$ cat config.mk
export PLATFORM = sky130hd
export DESIGN_NAME = flash_command_sequencer
export DESIGN_NICKNAME = d
export VERILOG_FILES = /design/src/flash_command_sequencer_pkg.sv /design/src/flash_command_sequencer.sv
export SDC_FILE = /design/constraint.sdc
export NUM_CORES = 1
export LEC_CHECK = 0
export BUFFER_PORTS_ARGS = -buffer_cell sky130_fd_sc_hd__buf_2
export CAP_MARGIN = 20
export CORE_ASPECT_RATIO = 0.8
export CORE_MARGIN = 3
export CORE_UTILIZATION = 57
export DETAILED_ROUTE_END_ITERATION = 7
export PLACE_DENSITY = 0.89
export SLEW_MARGIN = 10
export SYNTH_ARGS = -nofsm -noshare
export SYNTH_HDL_FRONTEND = slang
export SYNTH_SLANG_ARGS = --single-unit
$ cat constraint.sdc
create_clock -name clock -period 4.05 [get_ports clock]
set_input_delay 0.2025 -clock clock [delete_from_list [all_inputs] [get_ports clock]]
set_output_delay 0.2025 -clock clock [all_outputs]
set_load 0.1 [all_outputs]
$ cat src/flash_command_sequencer_pkg.sv
// Purpose: Shared constants and types for the flash command sequencer
// Assumes: 32-bit register port, two sequencer channels
// Notes: Channel 1 serves the security module data flash
package flash_command_sequencer_pkg;
  // ----------------------------------------------------------------
  // Register offsets
  // ----------------------------------------------------------------
  localparam logic [7:0] OFS_MODE0 = 8'h00;
  localparam logic [7:0] OFS_MODE1 = 8'h04;
  localparam logic [7:0] OFS_PEA = 8'h08;
  localparam logic [7:0] OFS_PEB = 8'h0c;
  localparam logic [7:0] OFS_STAT0 = 8'h10;
  localparam logic [7:0] OFS_STAT1 = 8'h14;
  localparam logic [7:0] OFS_CMD0 = 8'h20;
  localparam logic [7:0] OFS_CMD1 = 8'h24;
  // ----------------------------------------------------------------
  // Modes, opcodes, counts
  // ----------------------------------------------------------------
  localparam logic [15:0] MODE_READ = 16'h0000;
  localparam logic [15:0] MODE_CODE = 16'h0001;
  localparam logic [15:0] MODE_DATA = 16'h0080;
  localparam logic [7:0] OP_PROG = 8'he8;
  localparam logic [7:0] OP_MULTI = 8'hed;
  localparam logic [7:0] OP_DMA = 8'hea;
  localparam logic [7:0] OP_BERASE = 8'h20;
  localparam logic [7:0] OP_AERASE = 8'h23;
  localparam logic [7:0] OP_BLANK = 8'h71;
  localparam logic [7:0] OP_SUSP = 8'hb0;
  localparam logic [7:0] OP_FINAL = 8'hd0;
  localparam logic [7:0] OP_CLEAR = 8'h50;
  localparam logic [7:0] OP_STOP = 8'hb3;
  localparam logic [7:0] OP_CFG = 8'h40;
  localparam logic [7:0] OP_PROT = 8'h80;
  localparam logic [7:0] OP_SEC = 8'h60;
  localparam logic [7:0] CNT_USER = 8'h80;
  localparam logic [7:0] CNT_ONE = 8'h01;
  localparam logic [7:0] CNT_TWO = 8'h02;
  localparam logic [7:0] CNT_FOUR = 8'h04;
  localparam logic [7:0] CNT_EIGHT = 8'h08;
  localparam logic [15:0] DMA_MAX = 16'h3000;
  // ----------------------------------------------------------------
  // Status word bit positions
  // ----------------------------------------------------------------
  localparam int SB_READY = 15;
  localparam int SB_PRGSPD = 14;
  localparam int SB_ERSSPD = 13;
  localparam int SB_LOCK = 12;
  localparam int SB_ERROP = 2;
  localparam int SB_ERRILL = 1;
  localparam int SB_ERREN = 0;

  typedef enum logic [3:0] {
    K_NONE, K_PROG, K_MULTI, K_DMA, K_BERASE, K_AERASE, K_BLANK, K_CFG, K_PROT, K_SEC
  } kind_e;

  typedef struct packed {
    logic ready;
    logic prgSpd;
    logic ersSpd;
    logic errOp;
    logic errIllegal;
    logic errEnable;
  } status_s;

  localparam status_s STAT_RST = '{ready: 1'b1, default: 1'b0};

  typedef struct packed {
    logic start;
    kind_e kind;
    logic chan;
    logic [15:0] count;
  } flash_cmd_s;
endpackage : flash_command_sequencer_pkg

$ cat src/flash_command_sequencer.sv
// Purpose: Mode entry, bank readability and command decoding for flash
// Assumes: Flash banks answer on the same clock with flashDone/flashError
// Notes: Address ranges and data flash unit boundaries are checked by the banks
// Function
// - Mode 0000: no commands, all flash readable
// - Mode 0001 on channel 0: code flash mode
// - Code mode busy: data flash unreadable
// - Only controlled code bank unreadable while busy
// - Mode 0080: controlled data bank unreadable busy
// - Both mode registers enter data mode independently
// - Program: 512 bytes user, 4 bytes data
// - Multi-program data only, 8/16/32 bytes
// - DMA program 4 bytes to 48K, data
// - Block erase one block; area erase N
// - Blank check data ranges, single unit
// - Suspend pauses program/erase; resume continues it
// - Status clear clears op and illegal errors; enable error and its lock stay
// - Forced stop aborts, resets the addressed channel's status
// - E8, count, words, D0 programming
// - ED, count 2/4/8, words, D0
// - EA, 16-bit count, words, no final
// - B0 suspend, D0 resume, 50, B3
// - 40/80/60, count 1 or 8, D0
// - Ready low on start; rise raises interrupt
// - Enables zero: commands refused, enable error set
// - Lock is OR of error flags
//
// Decided for this implementation: the placing of the registers and the address-and-strobe port.
`timescale 1ns/1ps
module flash_command_sequencer
  import flash_command_sequencer_pkg::*;
(
  input wire logic clock,
  input wire logic nrst,
  input wire logic [7:0] regAddr,
  input wire logic [31:0] regWdata,
  input wire logic regWrite,
  input wire logic regRead,
  output logic [31:0] regRdata,
  output flash_cmd_s flashCmd,
  output logic wordValid,
  output logic [31:0] writeWord,
  output logic suspendReq,
  output logic resumeReq,
  output logic stopReq,
  input wire logic flashDone,
  input wire logic flashError,
  output logic readyIrq,
  output logic codeBankReadable,
  output logic otherCodeReadable,
  output logic dataBankReadable,
  output logic securityDataReadable
);
  // ----------------------------------------------------------------
  // Helpers
  // ----------------------------------------------------------------
  function automatic logic lockOf(input status_s s);
    lockOf = s.errOp | s.errIllegal | s.errEnable;
  endfunction : lockOf

  function automatic logic [31:0] statWord(input status_s s);
    statWord = 32'h0;
    statWord[SB_READY] = s.ready;
    statWord[SB_PRGSPD] = s.prgSpd;
    statWord[SB_ERSSPD] = s.ersSpd;
    statWord[SB_LOCK] = lockOf(s);
    statWord[SB_ERROP] = s.errOp;
    statWord[SB_ERRILL] = s.errIllegal;
    statWord[SB_ERREN] = s.errEnable;
  endfunction : statWord

  function automatic kind_e kindOf(input logic [7:0] b);
    if (b == OP_PROG) kindOf = K_PROG;
    else if (b == OP_MULTI) kindOf = K_MULTI;
    else if (b == OP_DMA) kindOf = K_DMA;
    else if (b == OP_BERASE) kindOf = K_BERASE;
    else if (b == OP_AERASE) kindOf = K_AERASE;
    else if (b == OP_BLANK) kindOf = K_BLANK;
    else if (b == OP_CFG) kindOf = K_CFG;
    else if (b == OP_PROT) kindOf = K_PROT;
    else if (b == OP_SEC) kindOf = K_SEC;
    else kindOf = K_NONE;
  endfunction : kindOf

  function automatic logic countOk(input kind_e k, input logic code, input logic [15:0] v);
    case (k)
      K_PROG: countOk = v == {8'h00, code ? CNT_USER : CNT_ONE};
      K_MULTI: countOk = v == {8'h00, CNT_TWO} || v == {8'h00, CNT_FOUR}
                         || v == {8'h00, CNT_EIGHT};
      K_DMA: countOk = v != 16'h0 && v <= DMA_MAX;
      default: countOk = v == {8'h00, CNT_ONE} || v == {8'h00, CNT_EIGHT};
    endcase
  endfunction : countOk

  // ----------------------------------------------------------------
  // State
  // ----------------------------------------------------------------
  typedef enum logic [2:0] {S_IDLE, S_COUNT, S_WORDS, S_FINAL, S_CONFIRM} st_e;
  st_e state, next_state;
  kind_e kind, next_kind, opKind;
  logic chan, next_chan, opChan, suspending;
  logic [15:0] left, next_left, count, next_count;
  logic [15:0] mode [2];
  logic peA, peB;
  status_s stat [2];
  logic [1:0] prevReady;
  logic [1:0] setIll, setEn, doClr, doStop, doStart, doDone;
  logic doSusp, doRes, emitWord;

  // ----------------------------------------------------------------
  // Decode
  // ----------------------------------------------------------------
  wire cmdWr = regWrite && (regAddr == OFS_CMD0 || regAddr == OFS_CMD1);
  wire cw = regAddr == OFS_CMD1;
  wire [7:0] b = regWdata[7:0];
  wire [1:0] codeM = {1'b0, mode[0] == MODE_CODE};
  wire [1:0] dataM = {mode[1] == MODE_DATA, mode[0] == MODE_DATA};
  wire [1:0] inMode = codeM | dataM;
  wire peOk = peA && peB;
  wire status_s ts = stat[cw];
  wire kind_e kk = kindOf(b);
  wire kCode = kk == K_PROG || kk == K_BERASE;
  wire kOk = kk != K_NONE && (!codeM[cw] || kCode);
  wire isProg = kk == K_PROG || kk == K_MULTI || kk == K_DMA;
  wire suspOk = !suspending && !ts.prgSpd && !ts.ersSpd && opChan == cw
                && (opKind == K_PROG || opKind == K_MULTI
                    || opKind == K_BERASE || opKind == K_AERASE);
  wire [1:0] busy = {!stat[1].ready || stat[1].errEnable, !stat[0].ready || stat[0].errEnable};

  always_comb begin
    next_state = state;
    next_kind = kind;
    next_chan = chan;
    next_left = left;
    next_count = count;
    setIll = 2'b00;
    setEn = 2'b00;
    doClr = 2'b00;
    doStop = 2'b00;
    doStart = 2'b00;
    doSusp = 1'b0;
    doRes = 1'b0;
    emitWord = 1'b0;
    if (cmdWr) begin
      case (state)
        S_IDLE: begin
          if (!inMode[cw]) begin
            next_state = S_IDLE;
          end else if (b == OP_STOP) begin
            doStop[cw] = 1'b1;
          end else if (b == OP_CLEAR) begin
            if (ts.ready) doClr[cw] = 1'b1;
            else setIll[cw] = 1'b1;
          end else if (lockOf(ts)) begin
            setIll[cw] = 1'b1;
          end else if (!peOk) begin
            setEn[cw] = 1'b1;
          end else if (!ts.ready) begin
            if (b == OP_SUSP && suspOk) doSusp = 1'b1;
            else setIll[cw] = 1'b1;
          end else if (ts.prgSpd || ts.ersSpd) begin
            if (b == OP_FINAL) doRes = 1'b1;
            else if (kOk && (kk == K_BLANK || (ts.ersSpd && isProg))) next_kind = kk;
            else setIll[cw] = 1'b1;
          end else if (kOk) begin
            next_kind = kk;
          end else begin
            setIll[cw] = 1'b1;
          end
          if (next_kind != K_NONE) begin
            next_chan = cw;
            if (kk == K_BERASE || kk == K_AERASE || kk == K_BLANK) next_state = S_CONFIRM;
            else next_state = S_COUNT;
          end
        end
        S_COUNT: begin
          next_count = kind == K_DMA ? regWdata[15:0] : {8'h00, b};
          next_left = next_count;
          if (countOk(kind, codeM[chan], next_count)) begin
            next_state = S_WORDS;
          end else begin
            setIll[chan] = 1'b1;
            next_state = S_IDLE;
            next_kind = K_NONE;
          end
        end
        S_WORDS: begin
          emitWord = 1'b1;
          next_left = left - 16'd1;
          if (left == 16'd1) begin
            if (kind == K_DMA) begin
              doStart[chan] = 1'b1;
              next_state = S_IDLE;
              next_kind = K_NONE;
            end else begin
              next_state = S_FINAL;
            end
          end
        end
        default: begin
          if (b == OP_FINAL) doStart[chan] = 1'b1;
          else setIll[chan] = 1'b1;
          next_state = S_IDLE;
          next_kind = K_NONE;
        end
      endcase
    end
  end

  always_ff @(posedge clock or negedge nrst) begin
    if (!nrst) begin
      state <= S_IDLE;
      kind <= K_NONE;
      chan <= 1'b0;
      left <= 16'h0;
      count <= 16'h0;
    end else begin
      state <= next_state;
      kind <= next_kind;
      chan <= next_chan;
      left <= next_left;
      count <= next_count;
    end
  end

  // ----------------------------------------------------------------
  // Flash side
  // ----------------------------------------------------------------
  assign doDone = {flashDone && opChan && !stat[1].ready, flashDone && !opChan && !stat[0].ready};

  always_ff @(posedge clock or negedge nrst) begin
    if (!nrst) begin
      flashCmd <= '0;
      wordValid <= 1'b0;
      writeWord <= 32'h0;
      suspendReq <= 1'b0;
      resumeReq <= 1'b0;
      stopReq <= 1'b0;
      opKind <= K_NONE;
      opChan <= 1'b0;
      suspending <= 1'b0;
    end else begin
      flashCmd.start <= |doStart;
      wordValid <= emitWord;
      suspendReq <= doSusp;
      resumeReq <= doRes;
      stopReq <= |doStop;
      if (emitWord) writeWord <= regWdata;
      if (|doStart) begin
        flashCmd.kind <= kind;
        flashCmd.chan <= chan;
        flashCmd.count <= count;
        opKind <= kind;
        opChan <= chan;
      end
      if (doSusp) suspending <= 1'b1;
      else if (|doDone || |doStop) suspending <= 1'b0;
    end
  end

  // ----------------------------------------------------------------
  // Status, one per channel
  // ----------------------------------------------------------------
  always_ff @(posedge clock or negedge nrst) begin
    if (!nrst) begin
      stat[0] <= STAT_RST;
      stat[1] <= STAT_RST;
    end else begin
      for (int c = 0; c < 2; c++) begin
        if (doStop[c]) begin
          stat[c] <= STAT_RST;
        end else begin
          // Clear first so a same-cycle error still lands
          if (doClr[c]) begin
            stat[c].errOp <= 1'b0;
            stat[c].errIllegal <= 1'b0;
          end
          if (doStart[c]) stat[c].ready <= 1'b0;
          if (doRes && c == int'(opChan)) begin
            stat[c].ready <= 1'b0;
            stat[c].prgSpd <= 1'b0;
            stat[c].ersSpd <= 1'b0;
          end
          if (doDone[c]) begin
            stat[c].ready <= 1'b1;
            if (suspending) begin
              stat[c].prgSpd <= opKind == K_PROG || opKind == K_MULTI;
              stat[c].ersSpd <= opKind == K_BERASE || opKind == K_AERASE;
            end
          end
          if (flashError && c == int'(opChan) && !stat[c].ready) stat[c].errOp <= 1'b1;
          if (setIll[c]) stat[c].errIllegal <= 1'b1;
          if (setEn[c]) stat[c].errEnable <= 1'b1;
        end
      end
    end
  end

  always_ff @(posedge clock or negedge nrst) begin
    if (!nrst) prevReady <= 2'b11;
    else prevReady <= {stat[1].ready, stat[0].ready};
  end

  assign readyIrq = |({stat[1].ready, stat[0].ready} & ~prevReady);

  // ----------------------------------------------------------------
  // Bank readability
  // ----------------------------------------------------------------
  assign codeBankReadable = !(codeM[0] && busy[0]);
  assign otherCodeReadable = 1'b1;
  assign dataBankReadable = !(inMode[0] && busy[0]);
  assign securityDataReadable = !(dataM[1] && busy[1]);

  // ----------------------------------------------------------------
  // Register port
  // ----------------------------------------------------------------
  always_ff @(posedge clock or negedge nrst) begin
    if (!nrst) begin
      mode[0] <= MODE_READ;
      mode[1] <= MODE_READ;
      peA <= 1'b0;
      peB <= 1'b0;
    end else if (regWrite) begin
      // Undefined mode values are dropped to keep the mode decode one-hot
      if (regAddr == OFS_MODE0 && (regWdata[15:0] == MODE_READ
          || regWdata[15:0] == MODE_CODE || regWdata[15:0] == MODE_DATA)) begin
        mode[0] <= regWdata[15:0];
      end else if (regAddr == OFS_MODE1 && (regWdata[15:0] == MODE_READ
          || regWdata[15:0] == MODE_DATA)) begin
        mode[1] <= regWdata[15:0];
      end else if (regAddr == OFS_PEA) begin
        peA <= regWdata[0];
      end else if (regAddr == OFS_PEB) begin
        peB <= regWdata[0];
      end
    end
  end

  wire [31:0] rdMux = regAddr == OFS_MODE0 ? {16'h0, mode[0]}
                    : regAddr == OFS_MODE1 ? {16'h0, mode[1]}
                    : regAddr == OFS_PEA ? {31'h0, peA}
                    : regAddr == OFS_PEB ? {31'h0, peB}
                    : regAddr == OFS_STAT0 ? statWord(stat[0])
                    : regAddr == OFS_STAT1 ? statWord(stat[1]) : 32'h0;

  always_ff @(posedge clock or negedge nrst) begin
    if (!nrst) regRdata <= 32'h0;
    else if (regRead) regRdata <= rdMux;
    else regRdata <= 32'h0;
  end
endmodule : flash_command_sequencer

==> impl_metrics.ini <==
[synthesis]
syn_avg_cell_area_um2 = 10.11
syn_area_mm2 = 0.008270
synth_cell_types = 79
netlist.top_cell.by_area = dfrtp_1
ys_ff_latch = 163
ys.flop_type = dfrtp_1
synthTopCellsByArea = dfrtp_1 (48%), mux2_2 (8.6%), o21ai_0 (3.6%)
synthTopCellsByCount = dfrtp_1 (159), nor2_1 (64), mux2_2 (63)
synthArstFlopShare_pct = 100.0
synthMostInstantiatedCell = dfrtp_1
synth_edf_count = 0
ys_warn_count = 0
netlist_instances = 818
synth_seq_area_share_pct = 49.38
yosysTopAreaCellShare_pct = 48.11

[setup_path]
cp_data_arrival_time_ns = 3.55
start_kind = register
worstSetupPathType = register to register
worst_setup_path_end_kind = register
crit_required_ns = 4.40
path_max_fanout = 5

[sta]
max_freq_mhz = 312.7
finalClockSkew_ns = 0.008841
relSlewSlack_pct = 29.40
rsz0062_at_grt = no
hold_viol_final = 0
fin_crit_ns = 3.198
drv_slew = 0
worstMarginPinSlew_ns = 1.059
finalCritPeriodShare_pct = 78.96
final.setup.tns_ns = 0
setup_violations = 0

[route]
vias = 7122
wire_per_inst_um = 20.35
final_antenna_net_count = 0
drt-initial-drc-count = 760
first_pass_iters = 6
vias_per_cell = 6.303
drt-total-wl_um = 22990
drcViolationCount = 0

[floorplanning]
start_util_pct = 59.57
num_rows = 38
die_w_um = 140.7
die_y_um = 113.7
io_pins = 141
design.core.area_mm2 = 0.01388
dieArea_mm2 = 0.01600

[power]
finalPower_uw = 3698
p_per_area_mw_per_mm2 = 381.8
ir_drop_mv = 0.3697
p_leak_uw = 0.004722

[placement]
dp_hpwl_um = 16180
io_buffers = 123
place_congestion = 0.9457

[global_route]
grt_pass1_wl_um = 36370
grt_pass1_vias = 6930
grt_max_degree = 112
antenna_found_initial = 0
gr-usage-all-layers_pct = 28.95
overflow = 0

[outcome]
status = complete, no violations

[finish]
final_nets = 985
fillCellCount = 1029
drive_gt1_share_pct = 26.95
multi_input_area_mm2 = 0.003866
num_antenna_cells = 0
synthToLayoutAreaGrowth_pct = 17.11
regArea_mm2 = 0.004084

[cts]
htree_levels = 4
post-cts-setup-buffer-count = 0
cts_tree = done
clk_latency_ns = 0.43
hold_buffers = 10
numCtsBuffers = 17
cts_sinks = 163
cts_max_path_buffers = 2
cts_resized = 0
cts_root_buf = clkbuf_16
path_clk_slew_ns = 0.06

[job]
cap_viol_max_count = 0

[hold_path]
hp-class = input port to register
[registers in the layout, indices dropped and copies added, names as in the netlist, 2 cells and up]
| name | count |
|---|---|
| stat | 12 |
| prevReady | 2 |
| count | 16 |
| writeWord | 32 |
| kind | 4 |
| opKind | 4 |
| mode | 32 |
| left | 16 |
| state | 3 |
| regRdata | 16 |
| flashCmd | 17 |
[logic make-up after synthesis]
family / share of synthesized area [%]
compound gates: 15.99
xor+xnor: 0.4236
mux: 8.820
simple gates: 20.33
other cells: 0.09081
buf+inv: 4.660
fa+ha+maj: 0.3025
flops: 49.38
[final cells by class]
type / instances / area share, %
Sequential cell: 163 / 42.17
Clock buffer: 24 / 5.077
Clock inverter: 8 / 1.511
Inverter: 16 / 0.6201
Tap cell: 180 / 2.325
Timing Repair Buffer: 145 / 8.384
Multi-Input combinational cell: 594 / 39.92
[layout by cell type (no fill, tap or decap), drive strengths merged, types with 5 or more instances in the layout]
master	n
a211oi	9
a21boi	9
a21oi	37
a22oi	23
a31oi	10
and2	7
and3	8
buf	135
clkbuf	24
conb	17
dfrtp	159
dlygate4sd3	10
inv	17
mux2	63
nand2	62
nand2b	11
nand3	17
nand4	10
nor2	65
nor2b	44
nor3	21
nor4	20
nor4b	8
o211ai	7
o21ai	62
or2	5
or3	6
[report_power, final]
group	switching, uW	internal (uW)	total (uW)	leakage [uW]
logic	232	71.7	304	0.00217
clock network	637	1100	1740	0.000311
registers	16.2	1640	1660	0.00224
[routing by layer]
metal  GRT usage (%)  vias up  share of wire (%)
li1                -     3181                  -
met1           41.79     3453                 42
met2           42.28      440                 44
met3           9.346       46                 12
met4           8.005        2                1.6
met5           2.167        -               0.20
[path summary, 6_finish.rpt]
check / from / end / slack, ns / cells after the start
max: stat[7] / chan / 0.85 / 8
min: regWdata[19] / writeWord[19] / 0.01 / 2
max reg2reg: stat[7] / chan / 0.85 / 8
min reg2reg: stat[5] / prevReady[1] / 0.46 / 0
max in group asynchronous: nrst / mode[3] / 2.54 / 3
min in group asynchronous: nrst / count[13] / 0.48 / 2
[worst max-delay path, cell delays in order, from the launching register on]
cell and delay [ns]:
dfrtp_1 0.42, or3_1 0.47, a211o_1 0.31, a2111oi_1 0.50
o221a_2 0.32, a21boi_2 0.23, mux2_2 0.39, a211oi_4 0.28
mux2i_1 0.21
[stage by stage]
stage                     worst slack [ns]  hold slack (ns)  instances  area, um^2  util (%)
after floorplan                      1.167         -0.09309        833        8327         -
after global placement              0.9807           0.3947       1088        8947     64.45
after detailed placement            0.8986           0.4032       1088        8947     64.45
after CTS                           0.8996        0.0004282       1130        9686     69.76
after global routing                0.5439         0.007606       1130        9686     69.76
final                               0.8520          0.01078       1130        9686     69.76
Note: power is estimated with default switching activity, not from simulation.
